[src/hdl/idad_pkg.sv]
// idad_pkg: constants and types for the dual-target i2c access decoder
// assumes a single 20 MHz clock domain
`default_nettype none
package idad_pkg;
   localparam logic [5:0]  IDAD_PORT_PREFIX  = 6'h10;   // 010000 above the fixed pin
   localparam logic [5:0]  IDAD_EE_PREFIX    = 6'h28;   // 101000 above the fixed pin
   localparam int          IDAD_SOFT_PINS    = 6;
   localparam int          IDAD_EE_AW        = 15;
   localparam logic [14:0] IDAD_EE_LAST      = 15'h6FFF; // end of eeprom space
   localparam logic [14:0] IDAD_USER_LAST    = 15'h6BFF; // end of user data region
   localparam logic [5:0]  IDAD_PAGE_MASK    = 6'h3F;    // 64-byte page
   localparam int          IDAD_PROG_NS      = 5000;
   localparam int          IDAD_CLK_NS       = 50;
   localparam int          IDAD_PROG_CYC     = (IDAD_PROG_NS + IDAD_CLK_NS - 1) / IDAD_CLK_NS;
   localparam logic [2:0]  IDAD_SOFT_CNT_RST = 3'h0;

   typedef enum logic [6:0] {
      IDAD_IDLE  = 7'b0000001,
      IDAD_ADDR  = 7'b0000010,
      IDAD_FIRST = 7'b0000100,
      IDAD_ALO   = 7'b0001000,
      IDAD_WDATA = 7'b0010000,
      IDAD_RDATA = 7'b0100000,
      IDAD_PORT  = 7'b1000000
   } idad_state_t;
endpackage
`default_nettype wire

[src/hdl/idad_bit_if.sv]
// idad_bit_if: byte-level link between the bit engine and the decoder
// assumes one clock; all strobes are single-cycle
`timescale 1ns/1ps
`default_nettype none
interface idad_bit_if;
   logic       start;     // start or repeated start seen
   logic       stop;
   logic       byte_vld;  // byte received, awaiting ack decision
   logic [7:0] rx_byte;
   logic       ack_req;   // need tx byte for read
   logic       master_ack;
   logic       ack_en;    // decoder decision: acknowledge
   logic       ack_dec;   // decision strobe
   logic [7:0] tx_byte;
   logic       tx_load;
   logic       hold_scl;  // stretch the clock
   modport engine  (output start, stop, byte_vld, rx_byte, ack_req, master_ack,
                    input ack_en, ack_dec, tx_byte, tx_load, hold_scl);
   modport decoder (input start, stop, byte_vld, rx_byte, ack_req, master_ack,
                    output ack_en, ack_dec, tx_byte, tx_load, hold_scl);
endinterface
`default_nettype wire

[src/hdl/idad_bit_engine.sv]
// idad_bit_engine: i2c target bit layer with clock stretching
// assumes synchronised scl/sda levels from the top
`timescale 1ns/1ps
`default_nettype none
module idad_bit_engine
   import idad_pkg::*;
(
   // clock and reset
   input  wire logic ref_clk,
   input  wire logic rstn,
   // synchronised bus levels
   input  wire logic scl_s,
   input  wire logic sda_s,
   // drive requests, high means pull low
   output logic      sda_low_q,
   output logic      scl_low_q,
   // decoder side
   idad_bit_if.engine bi
);
   logic       scl_d1_q, sda_d1_q, rd_q, active_q, ack_ph_q, wait_q, go_q;
   logic [3:0] cnt_q;
   logic [7:0] sh_q;
   wire rise  = scl_s & ~scl_d1_q;
   wire fall  = ~scl_s & scl_d1_q;
   wire start = scl_s & sda_d1_q & ~sda_s;
   wire stop  = scl_s & ~sda_d1_q & sda_s;

   assign bi.start   = start;
   assign bi.stop    = stop;
   assign bi.rx_byte = sh_q;

   always_ff @(posedge ref_clk)
   begin
      if (!rstn)
      begin
         {scl_d1_q, sda_d1_q} <= 2'h3;
         {rd_q, active_q, ack_ph_q, wait_q, go_q, sda_low_q, scl_low_q} <= 7'h0;
         cnt_q <= 4'h0;
         sh_q  <= 8'h0;
         bi.byte_vld <= 1'b0;
         bi.ack_req <= 1'b0;
         bi.master_ack <= 1'b0;
      end
      else
      begin
         scl_d1_q <= scl_s;
         sda_d1_q <= sda_s;
         bi.byte_vld <= 1'b0;
         bi.ack_req <= 1'b0;
         // decision arrives with the byte strobe, so no stretch pulse per byte
         scl_low_q <= bi.hold_scl | (wait_q & ~bi.ack_dec);
         if (start | stop)
         begin
            active_q <= start;
            cnt_q <= 4'h0;
            ack_ph_q <= 1'b0;
            rd_q <= 1'b0;
            wait_q <= 1'b0;
            go_q <= 1'b0;
            sda_low_q <= 1'b0;
            bi.master_ack <= 1'b0;
         end
         else if (active_q)
         begin
            if (bi.ack_dec)
            begin
               wait_q <= 1'b0;
               sda_low_q <= bi.ack_en;
               if (!bi.ack_en)
                  active_q <= 1'b0;
            end
            if (rise & !ack_ph_q)
            begin
               if (!rd_q)
                  sh_q <= {sh_q[6:0], sda_s};
               cnt_q <= cnt_q + 4'h1;
            end
            else if (rise & ack_ph_q & rd_q & !go_q)
               bi.master_ack <= ~sda_s;
            if (fall)
            begin
               if (!ack_ph_q && cnt_q == 4'h8)
               begin
                  ack_ph_q <= 1'b1;
                  if (rd_q)
                     sda_low_q <= 1'b0;
                  else
                  begin
                     bi.byte_vld <= 1'b1;
                     wait_q <= 1'b1;
                  end
               end
               else if (ack_ph_q)
               begin
                  ack_ph_q <= 1'b0;
                  cnt_q <= 4'h0;
                  if (go_q)
                  begin
                     // first read byte starts right after the address ack
                     go_q <= 1'b0;
                     sda_low_q <= ~sh_q[7];
                     sh_q <= {sh_q[6:0], 1'b1};
                  end
                  else
                  begin
                     sda_low_q <= 1'b0;
                     if (rd_q)
                        bi.ack_req <= 1'b1;
                  end
               end
               else if (rd_q)
               begin
                  sda_low_q <= ~sh_q[7];
                  sh_q <= {sh_q[6:0], 1'b1};
               end
            end
            if (bi.tx_load)
            begin
               rd_q <= 1'b1;
               if (bi.ack_dec)
               begin
                  sh_q <= bi.tx_byte;
                  go_q <= 1'b1;
               end
               else
               begin
                  sda_low_q <= ~bi.tx_byte[7];
                  sh_q <= {bi.tx_byte[6:0], 1'b1};
               end
            end
         end
      end
   end
endmodule
`default_nettype wire

[src/hdl/idad_top.sv]
// idad_top: dual-target i2c access decoder (port device + eeprom)
// assumes external sram-like eeprom and register ports on ref_clk
`timescale 1ns/1ps
`default_nettype none
// Notes on behaviour
// RL1: with no soft pins the targets are 010000p and 101000p, p the fixed pin.
// RL2: each soft pin in use replaces the next higher prefix bit from bit one upward.
// RL3: with all six pins in use the top bit of the first written byte picks port or eeprom.
// RL4: in that case the top bit is cleared before use as the high eeprom address.
// RL5: eeprom accesses take a high then a low address byte into the address counter.
// RL6: the master reads by writing the address, re-addressing for read, then clocking bytes.
// RL7: each eeprom byte returned advances the counter up to the last location.
// RL8: accesses past the end are nacked, and so is every write byte after the end.
// RL9: the master writes address bytes and data in one write transaction.
// RL10: unaligned write start addresses are accepted.
// RL11: crossing a 64-byte boundary in a write holds scl low while the page is programmed.
// RL12: the first port-device byte is the register pointer for following data.
// RL13: the write-block input high blocks eeprom writes to the user data region.
// RL14: unmatched addresses get no ack, and address bit zero is the direction.
// RL15: each accepted eeprom write byte below the last location advances the counter by one.
module idad_top
   import idad_pkg::*;
(
   // clock and reset
   input  wire logic        ref_clk,
   input  wire logic        rstn,
   // i2c pins, enable low while driving low
   input  wire logic        scl_in,
   output logic             scl_out,
   output logic             scl_oe_n,
   input  wire logic        sda_in,
   output logic             sda_out,
   output logic             sda_oe_n,
   // address straps
   input  wire logic        fixed_target_addr_pin,
   input  wire logic [5:0]  soft_target_addr_pins,
   input  wire logic [2:0]  soft_pin_count,
   input  wire logic        eeprom_write_block_input,
   // eeprom port
   output logic [14:0]      ee_addr_q,
   output logic             ee_wr_q,
   output logic [7:0]       ee_wdata_q,
   output logic             ee_commit_q,
   input  wire logic [7:0]  ee_rdata,
   // port-device register port
   output logic [7:0]       reg_ptr_q,
   output logic             reg_wr_q,
   output logic             reg_rd_q,
   output logic [7:0]       reg_wdata_q,
   input  wire logic [7:0]  reg_rdata
);
   idad_bit_if bi ();
   logic [1:0]  scl_sy_q, sda_sy_q, wb_sy_q, a0_sy_q;
   logic [5:0]  soft_m_q, soft_s_q;
   logic        sda_low, scl_low;
   idad_state_t st_q;
   logic        ee_sel_q, rd_q, end_q, page_q, page_cross_q;
   logic        ld_q, ee_inc_q, reg_inc_q;
   logic [12:0] prog_q;

   ////////////////////////////////////////////////////////////////
   always_ff @(posedge ref_clk)
   begin
      if (!rstn)
      begin
         {scl_sy_q, sda_sy_q, wb_sy_q, a0_sy_q} <= 8'hFF;
         soft_m_q <= 6'h0;
         soft_s_q <= 6'h0;
      end
      else
      begin
         scl_sy_q <= {scl_sy_q[0], scl_in};
         sda_sy_q <= {sda_sy_q[0], sda_in};
         wb_sy_q  <= {wb_sy_q[0], eeprom_write_block_input};
         a0_sy_q  <= {a0_sy_q[0], fixed_target_addr_pin};
         soft_m_q <= soft_target_addr_pins;
         soft_s_q <= soft_m_q;
      end
   end

   idad_bit_engine u_eng (
      .ref_clk   (ref_clk),
      .rstn      (rstn),
      .scl_s     (scl_sy_q[1]),
      .sda_s     (sda_sy_q[1]),
      .sda_low_q (sda_low),
      .scl_low_q (scl_low),
      .bi        (bi)
   );

   ////////////////////////////////////////////////////////////////
   // address build
   function automatic logic [6:0] tgt(input logic [5:0] pre, input logic [5:0] pins,
                                      input logic [2:0] n, input logic a0);
      logic [5:0] m;
      m = 6'h0;
      for (int i = 0; i < IDAD_SOFT_PINS; i++)
         m[i] = (i < int'(n));
      return {(pre & ~m) | (pins & m), a0};
   endfunction

   wire        all_pins  = (soft_pin_count >= 3'h6);
   wire [6:0]  port_addr = tgt(IDAD_PORT_PREFIX, soft_s_q, soft_pin_count, a0_sy_q[1]); // RL1 RL2
   wire [6:0]  ee_addr7  = tgt(IDAD_EE_PREFIX, soft_s_q, soft_pin_count, a0_sy_q[1]);   // RL1 RL2
   wire [7:0]  rxb       = bi.rx_byte;
   wire        hit_port  = (rxb[7:1] == port_addr);
   wire        hit_ee    = (rxb[7:1] == ee_addr7) & ~all_pins;
   wire        hit       = all_pins ? hit_port : (hit_port | hit_ee); // RL14
   wire        is_rd     = rxb[0]; // RL14
   wire        at_end    = (ee_addr_q == IDAD_EE_LAST);
   wire        wr_block  = wb_sy_q[1] & (ee_addr_q <= IDAD_USER_LAST); // RL13
   wire        wr_ok     = ~end_q & ~wr_block & (ee_addr_q <= IDAD_EE_LAST);
   wire        prog_busy = (prog_q != 13'h0);

   assign bi.hold_scl = prog_busy; // RL11
   assign bi.ack_dec  = bi.byte_vld & (st_q != IDAD_IDLE);
   assign bi.ack_en   = (st_q == IDAD_ADDR)  ? hit :
                        (st_q == IDAD_WDATA) ? wr_ok : // RL8
                        (st_q == IDAD_FIRST) ? (~(ee_sel_q | (all_pins & rxb[7]))
                                                | (rxb[6:0] <= IDAD_EE_LAST[14:8])) : 1'b1; // RL8
   assign bi.tx_byte  = ee_sel_q ? ee_rdata : reg_rdata;
   // later bytes load one cycle after the counter step
   assign bi.tx_load  = (bi.byte_vld & st_q == IDAD_ADDR & hit & is_rd) | ld_q;

   always_ff @(posedge ref_clk)
   begin
      if (!rstn)
      begin
         st_q <= IDAD_IDLE;
         {ee_sel_q, rd_q, end_q, page_q, page_cross_q} <= 5'h0;
         {ee_wr_q, ee_commit_q, reg_wr_q, reg_rd_q} <= 4'h0;
         ee_addr_q <= 15'h0;
         ee_wdata_q <= 8'h0;
         reg_ptr_q <= 8'h0;
         reg_wdata_q <= 8'h0;
         prog_q <= 13'h0;
         {ld_q, ee_inc_q, reg_inc_q} <= 3'h0;
      end
      else
      begin
         {ee_wr_q, ee_commit_q, reg_wr_q, reg_rd_q} <= 4'h0;
         ld_q <= bi.ack_req & bi.master_ack & (st_q == IDAD_RDATA);
         {ee_inc_q, reg_inc_q} <= 2'h0;
         // step after the strobe so address stands with its data
         if (ee_inc_q)
            ee_addr_q <= ee_addr_q + 15'h1; // RL15
         if (reg_inc_q)
            reg_ptr_q <= reg_ptr_q + 8'h1;
         if (prog_busy)
            prog_q <= prog_q - 13'h1;
         if (bi.start)
            st_q <= IDAD_ADDR;
         else if (bi.stop)
         begin
            st_q <= IDAD_IDLE;
            if (page_q)
            begin
               ee_commit_q <= 1'b1;
               page_q <= 1'b0;
            end
         end
         else if (bi.byte_vld)
         begin
            case (st_q)
               IDAD_ADDR:
               begin
                  rd_q <= is_rd;
                  if (!hit)
                     st_q <= IDAD_IDLE;
                  else if (is_rd)
                  begin
                     st_q <= IDAD_RDATA; // RL6
                     reg_rd_q <= ~ee_sel_q;
                  end
                  else
                  begin
                     ee_sel_q <= hit_ee;
                     st_q <= IDAD_FIRST; // RL12
                  end
               end
               IDAD_FIRST:
                  if (ee_sel_q | (all_pins & rxb[7])) // RL3
                  begin
                     ee_sel_q <= 1'b1;
                     ee_addr_q[14:8] <= rxb[6:0]; // RL4 RL5
                     st_q <= IDAD_ALO;
                  end
                  else
                  begin
                     ee_sel_q <= 1'b0;
                     reg_ptr_q <= rxb; // RL12
                     st_q <= IDAD_PORT;
                  end
               IDAD_ALO:
               begin
                  ee_addr_q[7:0] <= rxb; // RL5
                  end_q <= 1'b0;
                  st_q <= IDAD_WDATA; // RL9 RL10
               end
               IDAD_WDATA:
                  if (wr_ok)
                  begin
                     ee_wr_q <= 1'b1;
                     ee_wdata_q <= rxb;
                     page_q <= 1'b1;
                     if (at_end)
                        end_q <= 1'b1; // RL8
                     else
                        ee_inc_q <= 1'b1; // RL15
                     if ((ee_addr_q[5:0] & IDAD_PAGE_MASK) == IDAD_PAGE_MASK)
                     begin
                        ee_commit_q <= 1'b1; // RL11
                        page_q <= 1'b0;
                        prog_q <= 13'(IDAD_PROG_CYC);
                     end
                  end
               IDAD_PORT:
               begin
                  reg_wr_q <= 1'b1;
                  reg_wdata_q <= rxb;
                  reg_inc_q <= 1'b1;
               end
               default:
                  st_q <= IDAD_IDLE;
            endcase
         end
         else if (bi.ack_req & st_q == IDAD_RDATA)
         begin
            if (ee_sel_q & ~at_end)
               ee_addr_q <= ee_addr_q + 15'h1; // RL7
            else if (!ee_sel_q)
            begin
               reg_ptr_q <= reg_ptr_q + 8'h1;
               reg_rd_q <= 1'b1;
            end
         end
      end
   end

   always_ff @(posedge ref_clk)
   begin
      if (!rstn)
      begin
         scl_out <= 1'b0;
         sda_out <= 1'b0;
         scl_oe_n <= 1'b1;
         sda_oe_n <= 1'b1;
      end
      else
      begin
         scl_oe_n <= ~scl_low;
         sda_oe_n <= ~sda_low;
      end
   end
endmodule
`default_nettype wire

[config.mk]
export PLATFORM = sky130hd
export DESIGN_NAME = idad_top
export DESIGN_NICKNAME = d
export VERILOG_FILES = /design/src/hdl/idad_pkg.sv /design/src/hdl/idad_bit_if.sv /design/src/hdl/idad_bit_engine.sv /design/src/hdl/idad_top.sv
export SDC_FILE = /design/constraint.sdc
export NUM_CORES = 1
export LEC_CHECK = 0
export ABC_AREA = 0
export CORE_AREA = 2 2 134 202
export CTS_CLUSTER_SIZE = 20
export DETAILED_ROUTE_END_ITERATION = 16
export DIE_AREA = 0 0 136 204
export DONT_BUFFER_PORTS = 1
export GPL_TIMING_DRIVEN = 0
export PLACE_DENSITY = 0.38
export SETUP_SLACK_MARGIN = 0.2
export SLEW_MARGIN = 20
export SYNTH_ARGS = -nofsm -noshare
export SYNTH_HDL_FRONTEND = slang
export SYNTH_HIERARCHICAL = 1
export SYNTH_SLANG_ARGS = --single-unit
[constraint.sdc]
create_clock -name ref_clk -period 2.8 [get_ports ref_clk]
set_clock_uncertainty 0.15 [all_clocks]
set_input_delay 0.14 -clock ref_clk [delete_from_list [all_inputs] [get_ports ref_clk]]
set_output_delay 0.14 -clock ref_clk [all_outputs]
set_load 0.01 [all_outputs]
==> Implementation_results.wiki <==
{| class="wikitable"
! Metric !! Value
|-
| Critical Setup Path Class || reg2reg
|-
| Leakage power total || ~3.0 nW
|-
| Setup TNS || 0 ps
|-
| Largest net degree at the start of global routing || 17
|-
| Setup-violating endpoint count in the final report || 0
|-
| Ordered list of cells on the worst path || ha_4 -> nand3_4 -> nor4_4 -> a211oi_2 -> nor4b_4 -> a21oi_2 -> a21oi_2 -> mux2i_1 -> o221a_2 -> o31ai_1
|-
| Worst ir drop on vdd || about 0.00045 V
|-
| Endpoint required time on the critical path || about 3000 ps
|-
| Maximum capacitance violations || 0
|-
| Growth of design area from synthesis to finish || 26.2%
|-
| Data arrival time at the worst-slack endpoint || roughly 2800 ps
|-
| Kind of start point of the critical path || flop
|-
| Drt pass-1 iters || 5
|-
| Leading area contributor after synthesis || dfxtp_1
|-
| Number of instances in the synthesized netlist || slightly below 800
|-
| Final period demand of the worst path || approximately 2600 ps
|-
| Share of the synthesized area in the top cell type || 35.5%
|-
| Port Buffer Count || 0
|-
| Synth warnings || 6
|-
| Number of buffers created by CTS || 17
|-
| Stage delay of the slowest cell on the critical path || 410 ps
|-
| Number of max-slew violations in the final report || 0
|-
| Power density cells || just over 500 nW/µm²
|-
| Number of rows created at floorplan || 73
|-
| Vias after detailed routing || 5,823
|-
| Area contributors post-synth || dfxtp_1, xor2_1, nor2_1
|-
| Most common flop cell mapped by yosys || dfxtp_1
|-
| Type of the worst min-delay path || in2reg
|-
| Critical path buffer and inverter count || 0
|-
| Number of antenna repair diodes || 0
|-
| Via density || slightly below 5
|-
| WHS || ~34 ps
|-
| Sequential share of the synthesized area || around 36%
|-
| Area of the core || roughly 26,000 µm²
|-
| Clock network latency to the later pin of the worst-skew pair || around 430 ps
|-
| Top library cells by usage in the layout, fill and taps aside || dfxtp_1, nor2_1, nand2_1
|-
| Total GRT Usage || approximately 17%
|-
| DIE WIDTH || 136 µm
|-
| Async S/R FF share, synth || 0%
|-
| Most common cell after layout, fill and taps aside || dfxtp_1
|-
| Critical path endpoint category || flop
|-
| Count of unique library cells instantiated by Yosys || 85
|-
| Share of cells above drive strength 1 || 21.5%
|-
| First-pass GRT wire length || approximately 34,000 µm
|-
| Relative slew slack || between 40% and 50%
|-
| Clock root cell || clkbuf_16
|-
| Avg Cell Area, Syn || about 8.3 µm²
|-
| Clock transition at the register clock pins on the worst setup and hold paths after CTS || 60 ps
|-
| Critical-path top delay cell || dfxtp_4
|-
| Io pins || 78
|-
| Average wire length per cell after detail routing || approximately 19 µm
|-
| Initial detailed-routing violation count || between 300 and 400
|-
| Routed WL || 22,700 µm
|-
| Hold violation total from the final report || 0
|-
| Die Y-Extent || a little over 200 µm
|-
| Final cycle utilization of the critical path || roughly 92%
|-
| HPWL reported at the end of detailed placement || roughly 17,000 µm
|-
| Area enclosed by the die boundary || between 20,000 and 30,000 µm²
|-
| DRC viols || 0
|-
| Final layout net count || 857
|-
| TritonCTS clock tree || yes
|-
| Vias in the first global route || 5,860
|-
| Unrepaired setup endpoints after global routing || yes
|-
| H-tree lvl count || 4
|-
| Worst-margin pin slew || around 800 ps
|-
| Cell seen most often among critical-path stages || a21oi_2
|-
| Run status || finished clean
|-
| Timing-limited maximum frequency || roughly 390 MHz
|-
| Final Wtd Congestion || approximately 0.8
|-
| Initial standard-cell utilization of the core || 24.6%
|-
| Number of antenna violations at the first check in global routing || 0
|-
| Grt ovf || 0
|-
| Worst Path Max Fanout || 7
|-
| Crit path max-delay family || compound AO/OA/AOI/OAI gates
|-
| Clk sink count || roughly 110
|-
| Post-synth EDFFs || 0
|-
| Seq cells post-synth || 114
|-
| Area of the mapped netlist || around 6400 µm²
|-
| Number of antenna-violating nets in the routed design || 0
|-
| Longest Clk Path Bufs || 2
|}
cells by family (layout without fill, tap and decap cells):
kind of cell             Yosys count  in the layout  synth area share [%]
other                              1              2                0.0584
multiplexers                      41             41                  6.68
buffers and inverters             76            136                  5.10
XOR/XNOR                          58             58                  8.02
AO/OA/AOI/OAI                    179            179                  18.9
adder cells (fa/ha/maj)            5              5                 0.974
flip-flops                       114            114                  35.5
AND/OR/NAND/NOR                  299            299                  24.8
registers in the layout, indices dropped and copies added, names as in the netlist, 2 cells and up:
signal / count
wb_sy_q: 2
soft_s_q: 6
u_eng/cnt_q: 4
a0_sy_q: 2
reg_ptr_q: 8
ee_addr_q: 15
st_q: 7
sda_sy_q: 2
u_eng/bi.rx_byte: 8
scl_sy_q: 2
soft_m_q: 6
ee_wdata_q: 8
prog_q: 13
reg_wdata_q: 8
through the flow:
stage               setup slack [ps]  instance area [µm²]  utilization [%]  instances  power, mW
finish                           224                 8110             31.0       1171       4.17
floorplan                        141                 6430                -        774       1.87
CTS                              101                 7860             30.1       1159       4.23
global route                    99.6                 8110             31.0       1171       4.32
detailed placement              -755                 6860             26.2       1111       1.95
global placement                -785                 6860             26.2       1111       1.95
timing repair:
item	in CTS	in global routing
endpoints found under the hold margin	29	0
setup buffers	7	12
resized for setup	69	56
hold buffers	11	0
gates cloned	0	0
setup endpoints to repair	77	55
pin swaps	8	15
per-layer routing:
layer	track usage, %	up-vias	part of all wire [%]
met5	0	-	0
met4	7.55	0	3.3
met3	3.22	36	3.5
met2	31.5	126	55
met1	17.2	2809	38
li1	-	2852	-
cell usage after synthesis (3+ instances only):
master,number
dfxtp_1,114
nor2_1,78
nand2_1,74
a21oi_1,52
clkbuf_1,38
xor2_1,36
mux2i_1,29
o21ai_0,29
nand3_1,21
xnor2_1,21
inv_1,18
nand4_1,17
nor3_1,16
and2_1,15
and3_1,15
nand2b_1,14
o211ai_1,14
mux2_2,11
buf_2,9
o2111ai_1,9
o21a_1,9
o21ai_1,9
a211oi_1,6
a21o_1,6
or3_1,6
ha_1,5
o31ai_1,5
a22oi_1,4
buf_1,4
buf_4,4
nor2b_1,4
nor4_1,4
or4_1,4
nand3b_1,3
nor4b_1,3
o221a_2,3
o22a_1,3
o22ai_1,3
power by group:
part           total (mW)  internal, mW  switching [mW]
Clock                2.22          1.38           0.845
Sequential           1.69          1.65          0.0393
Combinational       0.264         0.106           0.159
cell type report:
| type | instances | area, µm² |
|---|---|---|
| fill | 2879 | 18000 |
| multi-input combinational | 584 | 4060 |
| sequential | 114 | 2330 |
| clock buffer | 20 | 467 |
| tap | 337 | 422 |
| buffer | 56 | 365 |
| timing repair buffer | 30 | 265 |
| clock inverter | 12 | 130 |
| inverter | 18 | 67.6 |
worst min-delay path, stage by stage:
cell,delay (ps)
mux2_2,140
nand2_1,50
o21ai_0,150
o31ai_1,80
path summary, 6_finish.rpt:
check | start | end | slack (ps) | depth (start not counted)
hold reg to reg | u_eng/scl_low_q$_SDFF_PN0_ | scl_oe_n$_SDFF_PN1_ | 230 | 1
setup reg to reg | ee_addr_q[0]$_SDFF_PN0_ | u_eng/sda_low_q$_SDFFE_PP0P_ | 220 | 10
hold / removal | reg_rdata[7] | u_eng/sda_low_q$_SDFFE_PP0P_ | 30 | 4
setup / recovery | ee_addr_q[0]$_SDFF_PN0_ | u_eng/sda_low_q$_SDFFE_PP0P_ | 220 | 10
No activity file was read; power rests on OpenSTA's default activity.
